--- config.mk ---
export PLATFORM = sky130hd
export DESIGN_NAME = cccd_top
export DESIGN_NICKNAME = d
export VERILOG_FILES = /design/src/logic/cccd_pkg.sv /design/src/logic/cccd_sync.sv /design/src/logic/cccd_decode.sv /design/src/logic/cccd_top.sv
export SDC_FILE = /design/constraint.sdc
export NUM_CORES = 1
export LEC_CHECK = 0
export BUFFER_PORTS_ARGS = -buffer_cell sky130_fd_sc_hd__buf_2
export CAP_MARGIN = 20
export CORE_MARGIN = 2
export CORE_UTILIZATION = 64
export DETAILED_ROUTE_END_ITERATION = 8
export PLACE_DENSITY_LB_ADDON = 0.25
export REMOVE_ABC_BUFFERS = 1
export SLEW_MARGIN = 0
export SYNTH_ARGS = -nofsm -noshare
export SYNTH_HDL_FRONTEND = slang
export SYNTH_HIERARCHICAL = 1
export SYNTH_SLANG_ARGS = --single-unit
export TNS_END_PERCENT = 50
--- constraint.sdc ---
create_clock -name clk_sys -period 15.7 [get_ports clk_sys]
set_input_delay 0.785 -clock clk_sys [delete_from_list [all_inputs] [get_ports clk_sys]]
set_output_delay 0.785 -clock clk_sys [all_outputs]
set_load 0.01 [all_outputs]
--- src/logic/cccd_pkg.sv ---
/*
 * Constants, register map and types shared by the card copy command
 * decoder. Assumes a 100 MHz system clock and an APB master with 32-bit data.
 */
`default_nettype none

package cccd_pkg;

    // ------------------------------------------------------------
    // register byte offsets
    // ------------------------------------------------------------
    localparam logic [7:0] ADDR_CODE = 8'h00;
    localparam logic [7:0] ADDR_CTRL = 8'h04;
    localparam logic [7:0] ADDR_STATUS = 8'h08;
    localparam logic [7:0] ADDR_CAP = 8'h0C;
    localparam logic [7:0] ADDR_DIFF = 8'h10;
    localparam logic [7:0] ADDR_FULL = 8'h14;
    localparam logic [7:0] ADDR_LEN = 8'h18;

    // ------------------------------------------------------------
    // field positions and reset values
    // ------------------------------------------------------------
    localparam int CTRL_TRIG = 0;
    localparam int CTRL_CLR = 1;
    localparam int ST_BUSY = 0;
    localparam int ST_TRIP = 1;
    localparam int ST_ERR = 2;
    localparam int ST_IGN = 3;
    localparam int ST_RO = 4;
    localparam int ST_WARN = 5;
    localparam int ST_PRESENT = 6;
    localparam int ST_DONE = 7;
    localparam logic [15:0] CODE_RST = 16'h0000;
    localparam logic [15:0] CAP_RST = 16'h0004;
    localparam logic [15:0] DIFF_RST = 16'h0000;
    localparam logic [19:0] FULL_RST = 20'h00000;

    // ------------------------------------------------------------
    // card geometry
    // ------------------------------------------------------------
    localparam logic [15:0] CAP_MIN_KB = 16'h0004;
    localparam logic [15:0] CAP_MAX_KB = 16'h0200;
    localparam logic [9:0] BLOCK_MIN = 10'h001;
    localparam logic [9:0] BLOCK_MAX = 10'h3E7;
    localparam logic [9:0] MACRO_FIRST = 10'h1F4;
    localparam logic [9:0] BOOT_BLOCK = 10'h001;
    localparam logic [19:0] BYTES_PER_DIFF = 20'h00006;

    // ------------------------------------------------------------
    // timing
    // ------------------------------------------------------------
    localparam int CLK_PERIOD_NS = 10;
    localparam int FLASH_HALF_MS = 250;
    localparam int FLASH_HALF_CYCLES = FLASH_HALF_MS * 1000000 / CLK_PERIOD_NS;

    // ------------------------------------------------------------
    // types
    // ------------------------------------------------------------
    typedef enum logic [3:0] {
        OP_NONE, OP_WR_BOOT, OP_WR_FULL, OP_WR_DIFF, OP_WR_PROG, OP_RD_BLOCK,
        OP_ERASE_BLOCK, OP_COMPARE, OP_WARN_CLR, OP_WARN_SET, OP_RO_CLR,
        OP_RO_SET, OP_ERASE_ALL
    } cccd_op_t;

    typedef enum logic [1:0] {ST_IDLE, ST_REQ, ST_REL} cccd_state_t;

endpackage

`default_nettype wire

--- src/logic/cccd_sync.sv ---
/*
 * Two-flop synchroniser for card-side pins.
 * Assumes each bit is a slow level; bits are not coherent with each other.
 */
`default_nettype none

module cccd_sync
    import cccd_pkg::*;
#(
    parameter int W = 2
) (
    input wire logic clk_sys,
    input wire logic rst_n,
    input wire logic ce,
    input wire logic [W-1:0] d,
    output logic [W-1:0] q
);
    logic [W-1:0] meta;

    always_ff @(posedge clk_sys or negedge rst_n) begin
        if (!rst_n) begin
            meta <= '0;
            q <= '0;
        end else if (ce) begin
            meta <= d;
            q <= meta;
        end
    end
endmodule // cccd_sync

`default_nettype wire

--- src/logic/cccd_decode.sv ---
/*
 * Combinational decode of a four-digit BCD command code.
 * Assumes the code is held stable in a register of the caller.
 */
`default_nettype none

module cccd_decode
    import cccd_pkg::*;
(
    input wire logic [15:0] code,
    output cccd_op_t op,
    output logic [9:0] block
);
    logic [3:0] lead;
    logic digits_ok;

    always_comb begin
        lead = code[15:12];
        digits_ok = (code[15:12] <= 4'h9) && (code[11:8] <= 4'h9)
            && (code[7:4] <= 4'h9) && (code[3:0] <= 4'h9);
        // lower three digits name the block
        block = 10'(10'(code[11:8]) * 10'h064 + 10'(code[7:4]) * 10'h00A
            + 10'(code[3:0]));
        op = OP_NONE;
        if (digits_ok && block >= BLOCK_MIN && block <= BLOCK_MAX) begin
            unique case (lead)
                4'h2: op = (code == 16'h2001) ? OP_WR_BOOT : OP_NONE;
                4'h3: op = OP_WR_FULL;
                4'h4: op = OP_WR_DIFF;
                4'h5: op = OP_WR_PROG;
                4'h6: op = OP_RD_BLOCK;
                4'h7: op = OP_ERASE_BLOCK;
                4'h8: op = OP_COMPARE;
                4'h9: begin
                    unique case (code)
                        16'h9555: op = OP_WARN_CLR;
                        16'h9666: op = OP_WARN_SET;
                        16'h9777: op = OP_RO_CLR;
                        16'h9888: op = OP_RO_SET;
                        16'h9999: op = OP_ERASE_ALL;
                        default: op = OP_NONE;
                    endcase
                end
                default: op = OP_NONE;
            endcase
        end
    end
endmodule // cccd_decode

`default_nettype wire

--- src/logic/cccd_top.sv ---
/*
 * Card copy command decoder: APB registers, launch checks, card handshake,
 * removal trip and transfer indicator.
 * Assumes the card side answers a level request with a level done
 * (four-phase) and that card pins are asynchronous to clk_sys.
 */
// Chosen here: register access over APB and the register offsets.
// Function
// - a written code runs only when a drive reset follows the write
// - the lower three digits give a block number 001 to 999
// - code 2001 writes parameter differences to bootable block 001
// - leading digit 3 writes the full parameter set to the block
// - leading digit 4 writes parameter differences to the block
// - leading digit 5 writes the logic controller program to the block
// - leading digit 6 reads the block into the drive
// - leading digit 7 erases the block, 8 compares against it
// - 9555 clears and 9666 sets the warning suppression flag
// - 9777 clears and 9888 sets the card read-only flag
// - with read-only set, only block read and 9777 run
// - 9999 erases the whole card
// - blocks 1 to 499 writable, 999 block locations in all
// - blocks 500 to 999 are read-only macro blocks
// - cards from 4 kB to 512 kB are accepted
// - the card is touched only while a command runs
// - card removal during a transfer raises a trip
// - the decimal point flashes while a transfer is active
// - full and difference transfers exclude power-down-save parameters
// - difference transfers store six bytes per differing parameter
`default_nettype none

module cccd_top
    import cccd_pkg::*;
#(
    parameter int FLASH_CYCLES = FLASH_HALF_CYCLES
) (
    input wire logic clk_sys,
    input wire logic rst_n,
    input wire logic ce,
    input wire logic psel,
    input wire logic penable,
    input wire logic pwrite,
    input wire logic [7:0] paddr,
    input wire logic [31:0] pwdata,
    output logic [31:0] prdata,
    output logic pready,
    output logic pslverr,
    input wire logic card_present,
    input wire logic card_done,
    output logic card_req,
    output cccd_op_t card_op,
    output logic [9:0] card_block,
    output logic [19:0] card_len,
    output logic card_excl_pds,
    output logic trip,
    output logic dp_flash
);
    if (FLASH_CYCLES < 2) begin : g_bad_flash
        $error("FLASH_CYCLES must be at least 2");
    end

    // ------------------------------------------------------------
    // pin synchronisers and decode
    // ------------------------------------------------------------
    logic present_s;
    logic done_s;
    cccd_op_t dec_op;
    logic [9:0] dec_block;

    cccd_sync #(.W(2)) u_sync (
        .clk_sys(clk_sys),
        .rst_n(rst_n),
        .ce(ce),
        .d({card_present, card_done}),
        .q({present_s, done_s})
    );

    // ------------------------------------------------------------
    // registers
    // ------------------------------------------------------------
    logic [15:0] code;
    logic [15:0] cap_kb;
    logic [15:0] diff_cnt;
    logic [19:0] full_len;
    logic trig;
    logic err;
    logic ign;
    logic ro_flag;
    logic warn_flag;
    logic done_flag;
    cccd_state_t state;
    logic [15:0] next_code;
    logic [15:0] next_cap_kb;
    logic [15:0] next_diff_cnt;
    logic [19:0] next_full_len;
    logic next_trig;
    logic next_trip;
    logic next_err;
    logic next_ign;
    logic next_ro_flag;
    logic next_warn_flag;
    logic next_done_flag;
    cccd_state_t next_state;
    logic next_card_req;
    cccd_op_t next_card_op;
    logic [9:0] next_card_block;
    logic [19:0] next_card_len;
    logic next_card_excl_pds;
    logic [31:0] next_prdata;
    logic next_pready;
    logic next_pslverr;
    logic wr_en;
    logic clr;
    logic busy;
    logic launch;
    logic writes_card;
    logic mapped;

    cccd_decode u_dec (
        .code(code),
        .op(dec_op),
        .block(dec_block)
    );

    always_comb begin
        busy = (state != ST_IDLE);
        wr_en = psel && penable && pready && pwrite;
        clr = wr_en && (paddr == ADDR_CTRL) && pwdata[CTRL_CLR];
        writes_card = (dec_op == OP_WR_FULL) || (dec_op == OP_WR_DIFF)
            || (dec_op == OP_WR_PROG) || (dec_op == OP_ERASE_BLOCK);
        mapped = (paddr == ADDR_CODE) || (paddr == ADDR_CTRL) || (paddr == ADDR_STATUS)
            || (paddr == ADDR_CAP) || (paddr == ADDR_DIFF) || (paddr == ADDR_FULL)
            || (paddr == ADDR_LEN);
        launch = 1'b0;
        next_ign = ign && !clr;
        next_err = err && !clr;
        next_state = state;
        next_card_req = card_req;
        next_card_op = card_op;
        next_card_block = card_block;
        next_card_len = card_len;
        next_card_excl_pds = card_excl_pds;
        next_trip = trip && !clr;
        next_ro_flag = ro_flag;
        next_warn_flag = warn_flag;
        next_done_flag = done_flag && !clr;
        unique case (state)
            ST_IDLE: begin
                // a command runs only on the drive reset after the code write
                if (trig) begin
                    if (dec_op == OP_NONE) begin
                        next_ign = 1'b1;
                    end else if (ro_flag && dec_op != OP_RD_BLOCK && dec_op != OP_RO_CLR) begin
                        next_ign = 1'b1;
                    end else if (writes_card && dec_block >= MACRO_FIRST) begin
                        next_err = 1'b1;
                    end else if (!present_s || cap_kb < CAP_MIN_KB || cap_kb > CAP_MAX_KB) begin
                        next_err = 1'b1;
                    end else begin
                        launch = 1'b1;
                        next_state = ST_REQ;
                        next_card_req = 1'b1;
                        next_card_op = dec_op;
                        next_card_block = (dec_op == OP_WR_BOOT) ? BOOT_BLOCK : dec_block;
                        next_card_excl_pds = (dec_op == OP_WR_BOOT) || (dec_op == OP_WR_FULL)
                            || (dec_op == OP_WR_DIFF);
                        if (dec_op == OP_WR_FULL) begin
                            next_card_len = full_len;
                        end else if (dec_op == OP_WR_DIFF || dec_op == OP_WR_BOOT) begin
                            next_card_len = 20'(20'(diff_cnt) * BYTES_PER_DIFF);
                        end else begin
                            next_card_len = 20'h00000;
                        end
                    end
                end
            end
            ST_REQ: begin
                if (done_s) begin
                    next_card_req = 1'b0;
                    next_state = ST_REL;
                    next_done_flag = 1'b1;
                    if (card_op == OP_RO_SET) next_ro_flag = 1'b1;
                    if (card_op == OP_RO_CLR) next_ro_flag = 1'b0;
                    if (card_op == OP_WARN_SET) next_warn_flag = 1'b1;
                    if (card_op == OP_WARN_CLR) next_warn_flag = 1'b0;
                end
            end
            ST_REL: begin
                if (!done_s) next_state = ST_IDLE;
            end
        endcase
        // removal mid-transfer aborts and trips; set wins over clear
        if (busy && !present_s) begin
            next_trip = 1'b1;
            next_card_req = 1'b0;
            next_state = ST_IDLE;
        end
    end

    always_comb begin
        next_code = code;
        next_cap_kb = cap_kb;
        next_diff_cnt = diff_cnt;
        next_full_len = full_len;
        // drive reset is a one-cycle pulse, ignored while a command runs
        next_trig = wr_en && (paddr == ADDR_CTRL) && pwdata[CTRL_TRIG] && !busy;
        if (wr_en && !busy) begin
            if (paddr == ADDR_CODE) next_code = pwdata[15:0];
            if (paddr == ADDR_CAP) next_cap_kb = pwdata[15:0];
            if (paddr == ADDR_DIFF) next_diff_cnt = pwdata[15:0];
            if (paddr == ADDR_FULL) next_full_len = pwdata[19:0];
        end
        next_pready = psel && penable && !pready;
        next_pslverr = psel && penable && !pready && !mapped;
        next_prdata = prdata;
        if (psel && penable && !pready) begin
            next_prdata = 32'h00000000;
            unique case (paddr)
                ADDR_CODE: next_prdata[15:0] = code;
                ADDR_STATUS: begin
                    next_prdata[ST_BUSY] = busy;
                    next_prdata[ST_TRIP] = trip;
                    next_prdata[ST_ERR] = err;
                    next_prdata[ST_IGN] = ign;
                    next_prdata[ST_RO] = ro_flag;
                    next_prdata[ST_WARN] = warn_flag;
                    next_prdata[ST_PRESENT] = present_s;
                    next_prdata[ST_DONE] = done_flag;
                end
                ADDR_CAP: next_prdata[15:0] = cap_kb;
                ADDR_DIFF: next_prdata[15:0] = diff_cnt;
                ADDR_FULL: next_prdata[19:0] = full_len;
                ADDR_LEN: next_prdata[19:0] = card_len;
                default: next_prdata = 32'h00000000;
            endcase
        end
    end

    always_ff @(posedge clk_sys or negedge rst_n) begin
        if (!rst_n) begin
            code <= CODE_RST;
            cap_kb <= CAP_RST;
            diff_cnt <= DIFF_RST;
            full_len <= FULL_RST;
            trig <= 1'b0;
            trip <= 1'b0;
            err <= 1'b0;
            ign <= 1'b0;
            ro_flag <= 1'b0;
            warn_flag <= 1'b0;
            done_flag <= 1'b0;
            state <= ST_IDLE;
            card_req <= 1'b0;
            card_op <= OP_NONE;
            card_block <= 10'h000;
            card_len <= 20'h00000;
            card_excl_pds <= 1'b0;
            prdata <= 32'h00000000;
            pready <= 1'b0;
            pslverr <= 1'b0;
        end else if (ce) begin
            code <= next_code;
            cap_kb <= next_cap_kb;
            diff_cnt <= next_diff_cnt;
            full_len <= next_full_len;
            trig <= next_trig;
            trip <= next_trip;
            err <= next_err;
            ign <= next_ign;
            ro_flag <= next_ro_flag;
            warn_flag <= next_warn_flag;
            done_flag <= next_done_flag;
            state <= next_state;
            card_req <= next_card_req;
            card_op <= next_card_op;
            card_block <= next_card_block;
            card_len <= next_card_len;
            card_excl_pds <= next_card_excl_pds;
            prdata <= next_prdata;
            pready <= next_pready;
            pslverr <= next_pslverr;
        end
    end

    // ------------------------------------------------------------
    // transfer indicator
    // ------------------------------------------------------------
    // a slow blink so an operator can see it; counter is idle otherwise
    logic [31:0] flash_cnt;
    logic [31:0] next_flash_cnt;
    logic next_dp_flash;

    always_comb begin
        next_flash_cnt = 32'h00000000;
        next_dp_flash = 1'b0;
        if (busy) begin
            next_dp_flash = dp_flash;
            next_flash_cnt = flash_cnt + 32'h00000001;
            if (flash_cnt >= 32'(FLASH_CYCLES - 1)) begin
                next_flash_cnt = 32'h00000000;
                next_dp_flash = !dp_flash;
            end
        end
    end

    always_ff @(posedge clk_sys or negedge rst_n) begin
        if (!rst_n) begin
            flash_cnt <= 32'h00000000;
            dp_flash <= 1'b0;
        end else if (ce) begin
            flash_cnt <= next_flash_cnt;
            dp_flash <= next_dp_flash;
        end
    end
endmodule // cccd_top

`default_nettype wire

==> metrics.md <==
| Metric | Value |
|---|---|
| Area Overhead vs Synth | 11.90% |
| Hpwl dp | 16620 um |
| Worst slew margin | 23.19% |
| Initial antenna violation count | 3 |
| Leak | 5.386 nW |
| Die height | 127.8 um |
| Synth Area in Compound Gates | 14.72% |
| Sw frac | 24.04% |
| Commonest non-fill, non-tap cell in the layout | dfrtp_1 |
| Power Total | 952.6 uW |
| Final hold vios | 0 |
| GR Util met1 | 40.98% |
| Worst hold path class | in -> async |
| Synthesis warning total | 6 |
| Core area | 0.01509 mm2 |
| Gr usage total | 30.57% |
| Seq cells post-synth | 172 |
| CP Capture Type | flip-flop |
| Xor/xnor cell area share of the yosys netlist | 4.110% |
| Ant. Diodes | 0 |
| Synth cell types | 71 |
| Synth async-reset ratio | 100.0% |
| Largest family of logic cells by synthesized area | compound AO/OA/AOI/OAI gates |
| Main flop type after synthesis | dfrtp_1 |
| Status | completed |
| RSZ-0062 raised after global routing | no |
| Post-CTS sizing | 0 |
| Residual DRC | 0 |
| DP Worst Slack | 9.463 ns |
| Critical-path cell list | inv_1, ha_1, ha_1, inv_1, fa_1, inv_1, ha_1, ha_1, o21ai_0, a21oi_1, o22ai_1, xnor2_1, a41o_1, a211oi_1, nor3b_1, o21ai_0, a31oi_1, nand3_2, buf_4, a221oi_1, a21oi_1 |
| Starting Density | 64.96% |
| Max VDD drop | 0.08190 mV |
| Routability cong. | 0.9220 |
| GR Overflow Total | 0 |
| # fillers | 1123 |
| Synth Instances | 951 |
| DR WL/cell | 19.60 um |
| Max Clock Freq | 0.1561 GHz |
| Worst path required time | 16.00 ns |
| Combinational power share | 6.6% |
| Global routing's busiest layer | met2 |
| CP arrival | 6.71 ns |
| Final Cell Area | 0.01097 mm2 |
| Site Rows | 45 |
| Synth Area in Adders | 7.863% |
| Input/output buffers | 95 |
| Post-synthesis simple-gate area fraction | 14.40% |
| Die X | 127.8 um |
| Startpoint Class | flip-flop |
| Switching power | 229.0 uW |
| CTS tree | yes |
| Post-layout min period | 6.405 ns |
| Clk sinks | 172 |
| Post-synthesis mux area share | 11.00% |
| Worst-skew pair later-pin latency | 0.44 ns |
| Fin crit share | 40.80% |
| Slowest stage delay, CP | 0.87 ns |
| Flop pwr share | 48.9% |
| Syn Std Cell Area | 0.009802 mm2 |
| Crit path max-delay family | compound AO/OA/AOI/OAI gates |
| Final setup viols | 0 |
| Most used cell, CP | ha_1 |
| Clock-pin transition on the worst setup and hold timing paths | 0.06 ns |
| DRT iter0 DRCs | 689 |
| Post-synth EDFFs | 0 |
| Clk pwr share | 44.5% |
| Detailed Route WL | 24140 um |
| Final WS setup | 9.295 ns |
| Via count | 7747 |
| Post-CTS Setup Inserts | 0 |
| Global-route wire length before repair | 38760 um |
| IO Count | 120 |
| Final #Nets | 1137 |
| Number of global-route vias before repair | 7458 |
| Pint | 723.6 uW |
| Seq/Total Area, Yosys | 43.92% |
| Grt met3 use | 7.888% |
| Mean Syn Cell Area | 10.31 um2 |
| Most frequent cells in the layout | dfrtp_1 (171), buf_2 (94), nor2_1 (83) |
| Drt pass-1 iters | 5 |
| CTS buffer count | 17 |
| H-tree Lvls | 4 |
| Crit path buffers/inverters | 4 |
| Die ar. | 0.01632 mm2 |
| Share of layout cells above drive strength 1 | 21.93% |
| CP max-delay cell | a211oi_1 |
| Total negative slack | 0 ns |
| Vias per cell | 6.288 |
| Met2 Use GR | 48.73% |
| Largest net degree at the start of global routing | 97 |
| CTS max path bufs | 2 |
| Worst-margin pin slew | 1.149 ns |
| Critical path class | reg -> reg |
| Fin Clk Skew | 0.01003 ns |
| ANT nets after route | 0 |
| Crit path max fanout | 42 |
| Pwr dens | 86.86 mW/mm2 |
| Hold buffers post-CTS | 0 |
| DP Area | 0.01036 mm2 |
| Root Driver | clkbuf_16 |
| Max_cap viols | 0 |
| Fin. max-slew vios | 0 |
## layer usage
layer | wire length (um) | share of wire (%)
met1 | 10230 | 42
met3 | 1828 | 7.6
met2 | 11440 | 47
met5 | 7 | 0.029
met4 | 632 | 2.6
## sequential cells by signal, summed over array words and instances (netlist names), 2 cells and up
name and flops:
flash_cnt 32, u_sync/meta 2, full_len 20, cap_kb 16
prdata 20, diff_cnt 16, card_block 10, card_op 4
card_len 20, u_sync/q 2, code 16, state 2
## final cells by class
cell class	count	area, um2	area share [%]
timing repair buffer	103	549.3	5.008
clock inverter	12	138.9	1.266
inverter	32	120.1	1.095
tap	188	235.2	2.145
clock buffer	20	456.7	4.164
multi-input combinational	705	5162	47.07
sequential	172	4305	39.25
## per-stage QoR
stage	hold WS, ns	cells	util, %
after CTS	0.4728	1231	72.59
after floorplan	0.4486	909	-
after global routing	0.5106	1232	72.69
after global placement	0.4637	1199	68.64
after detailed placement	0.4692	1199	68.64
final	0.4484	1232	72.69
## power groups by stage
stage | Combinational (mW) | Sequential (mW) | Clock, mW
2_1_floorplan | 0.0222 | 0.477 | 0
3_3_place_gp | 0.0611 | 0.474 | 0
3_5_place_dp | 0.0625 | 0.474 | 0
4_1_cts | 0.0628 | 0.466 | 0.427
5_1_grt | 0.0698 | 0.467 | 0.448
6_report | 0.0625 | 0.466 | 0.424
## Yosys cell counts, types with 5 or more instances
| cell type | n | area share [%] |
|---|---|---|
| dfrtp_1 | 171 | 44 |
| nor2_1 | 83 | 3.2 |
| o21ai_0 | 79 | 4.0 |
| mux2_2 | 70 | 8.0 |
| nand2_1 | 63 | 2.4 |
| ha_1 | 52 | 6.6 |
| a21oi_1 | 40 | 2.0 |
| clkbuf_1 | 32 | 1.2 |
| inv_1 | 32 | 1.2 |
| xnor2_1 | 24 | 2.1 |
| a22oi_1 | 22 | 1.7 |
| xor2_1 | 22 | 2.0 |
| nand4_1 | 21 | 1.3 |
| nand3_1 | 17 | 0.87 |
| a221oi_1 | 15 | 1.3 |
| and3_1 | 15 | 0.96 |
| buf_4 | 15 | 1.1 |
| a31oi_1 | 14 | 0.89 |
| mux2i_1 | 14 | 1.4 |
| and2_1 | 10 | 0.64 |
| mux2_4 | 10 | 1.5 |
| a21o_1 | 8 | 0.61 |
| a222oi_1 | 8 | 0.82 |
| nor3_1 | 8 | 0.41 |
| and4_1 | 7 | 0.63 |
| nand2b_1 | 7 | 0.45 |
| fa_1 | 6 | 1.2 |
| a211oi_1 | 5 | 0.38 |
| nor2b_1 | 5 | 0.32 |
## logic make-up after synthesis
| logic type | Yosys count |
|---|---|
| AND/OR/NAND/NOR | 271 |
| AO/OA/AOI/OAI | 224 |
| flip-flops | 172 |
| multiplexers | 94 |
| buffers and inverters | 85 |
| adder cells (fa/ha/maj) | 58 |
| XOR/XNOR | 46 |
| other | 1 |
## final timing paths
check	slack [ns]	start	cells after the start	endpoint
min reg2reg	0.49	card_block[5]	2	card_block[5]
max in group asynchronous	13.77	rst_n	2	flash_cnt[16]
max reg2reg	9.29	code[9]	21	card_len[9]
max	9.29	code[9]	21	card_len[9]
min	0.45	rst_n	1	code[10]
min in group clk_sys	0.49	card_block[5]	2	card_block[5]
## worst reg2reg max path: stages, from the launching register on
cell,delay [ns]
dfrtp_1,0.54
inv_1,0.15
ha_1,0.34
ha_1,0.18
inv_1,0.06
fa_1,0.48
inv_1,0.04
ha_1,0.28
ha_1,0.38
o21ai_0,0.12
a21oi_1,0.16
o22ai_1,0.10
xnor2_1,0.24
a41o_1,0.32
a211oi_1,0.87
nor3b_1,0.26
o21ai_0,0.13
a31oi_1,0.41
nand3_2,0.42
buf_4,0.41
a221oi_1,0.30
a21oi_1,0.08
Note: power is estimated with default switching activity, not from simulation.
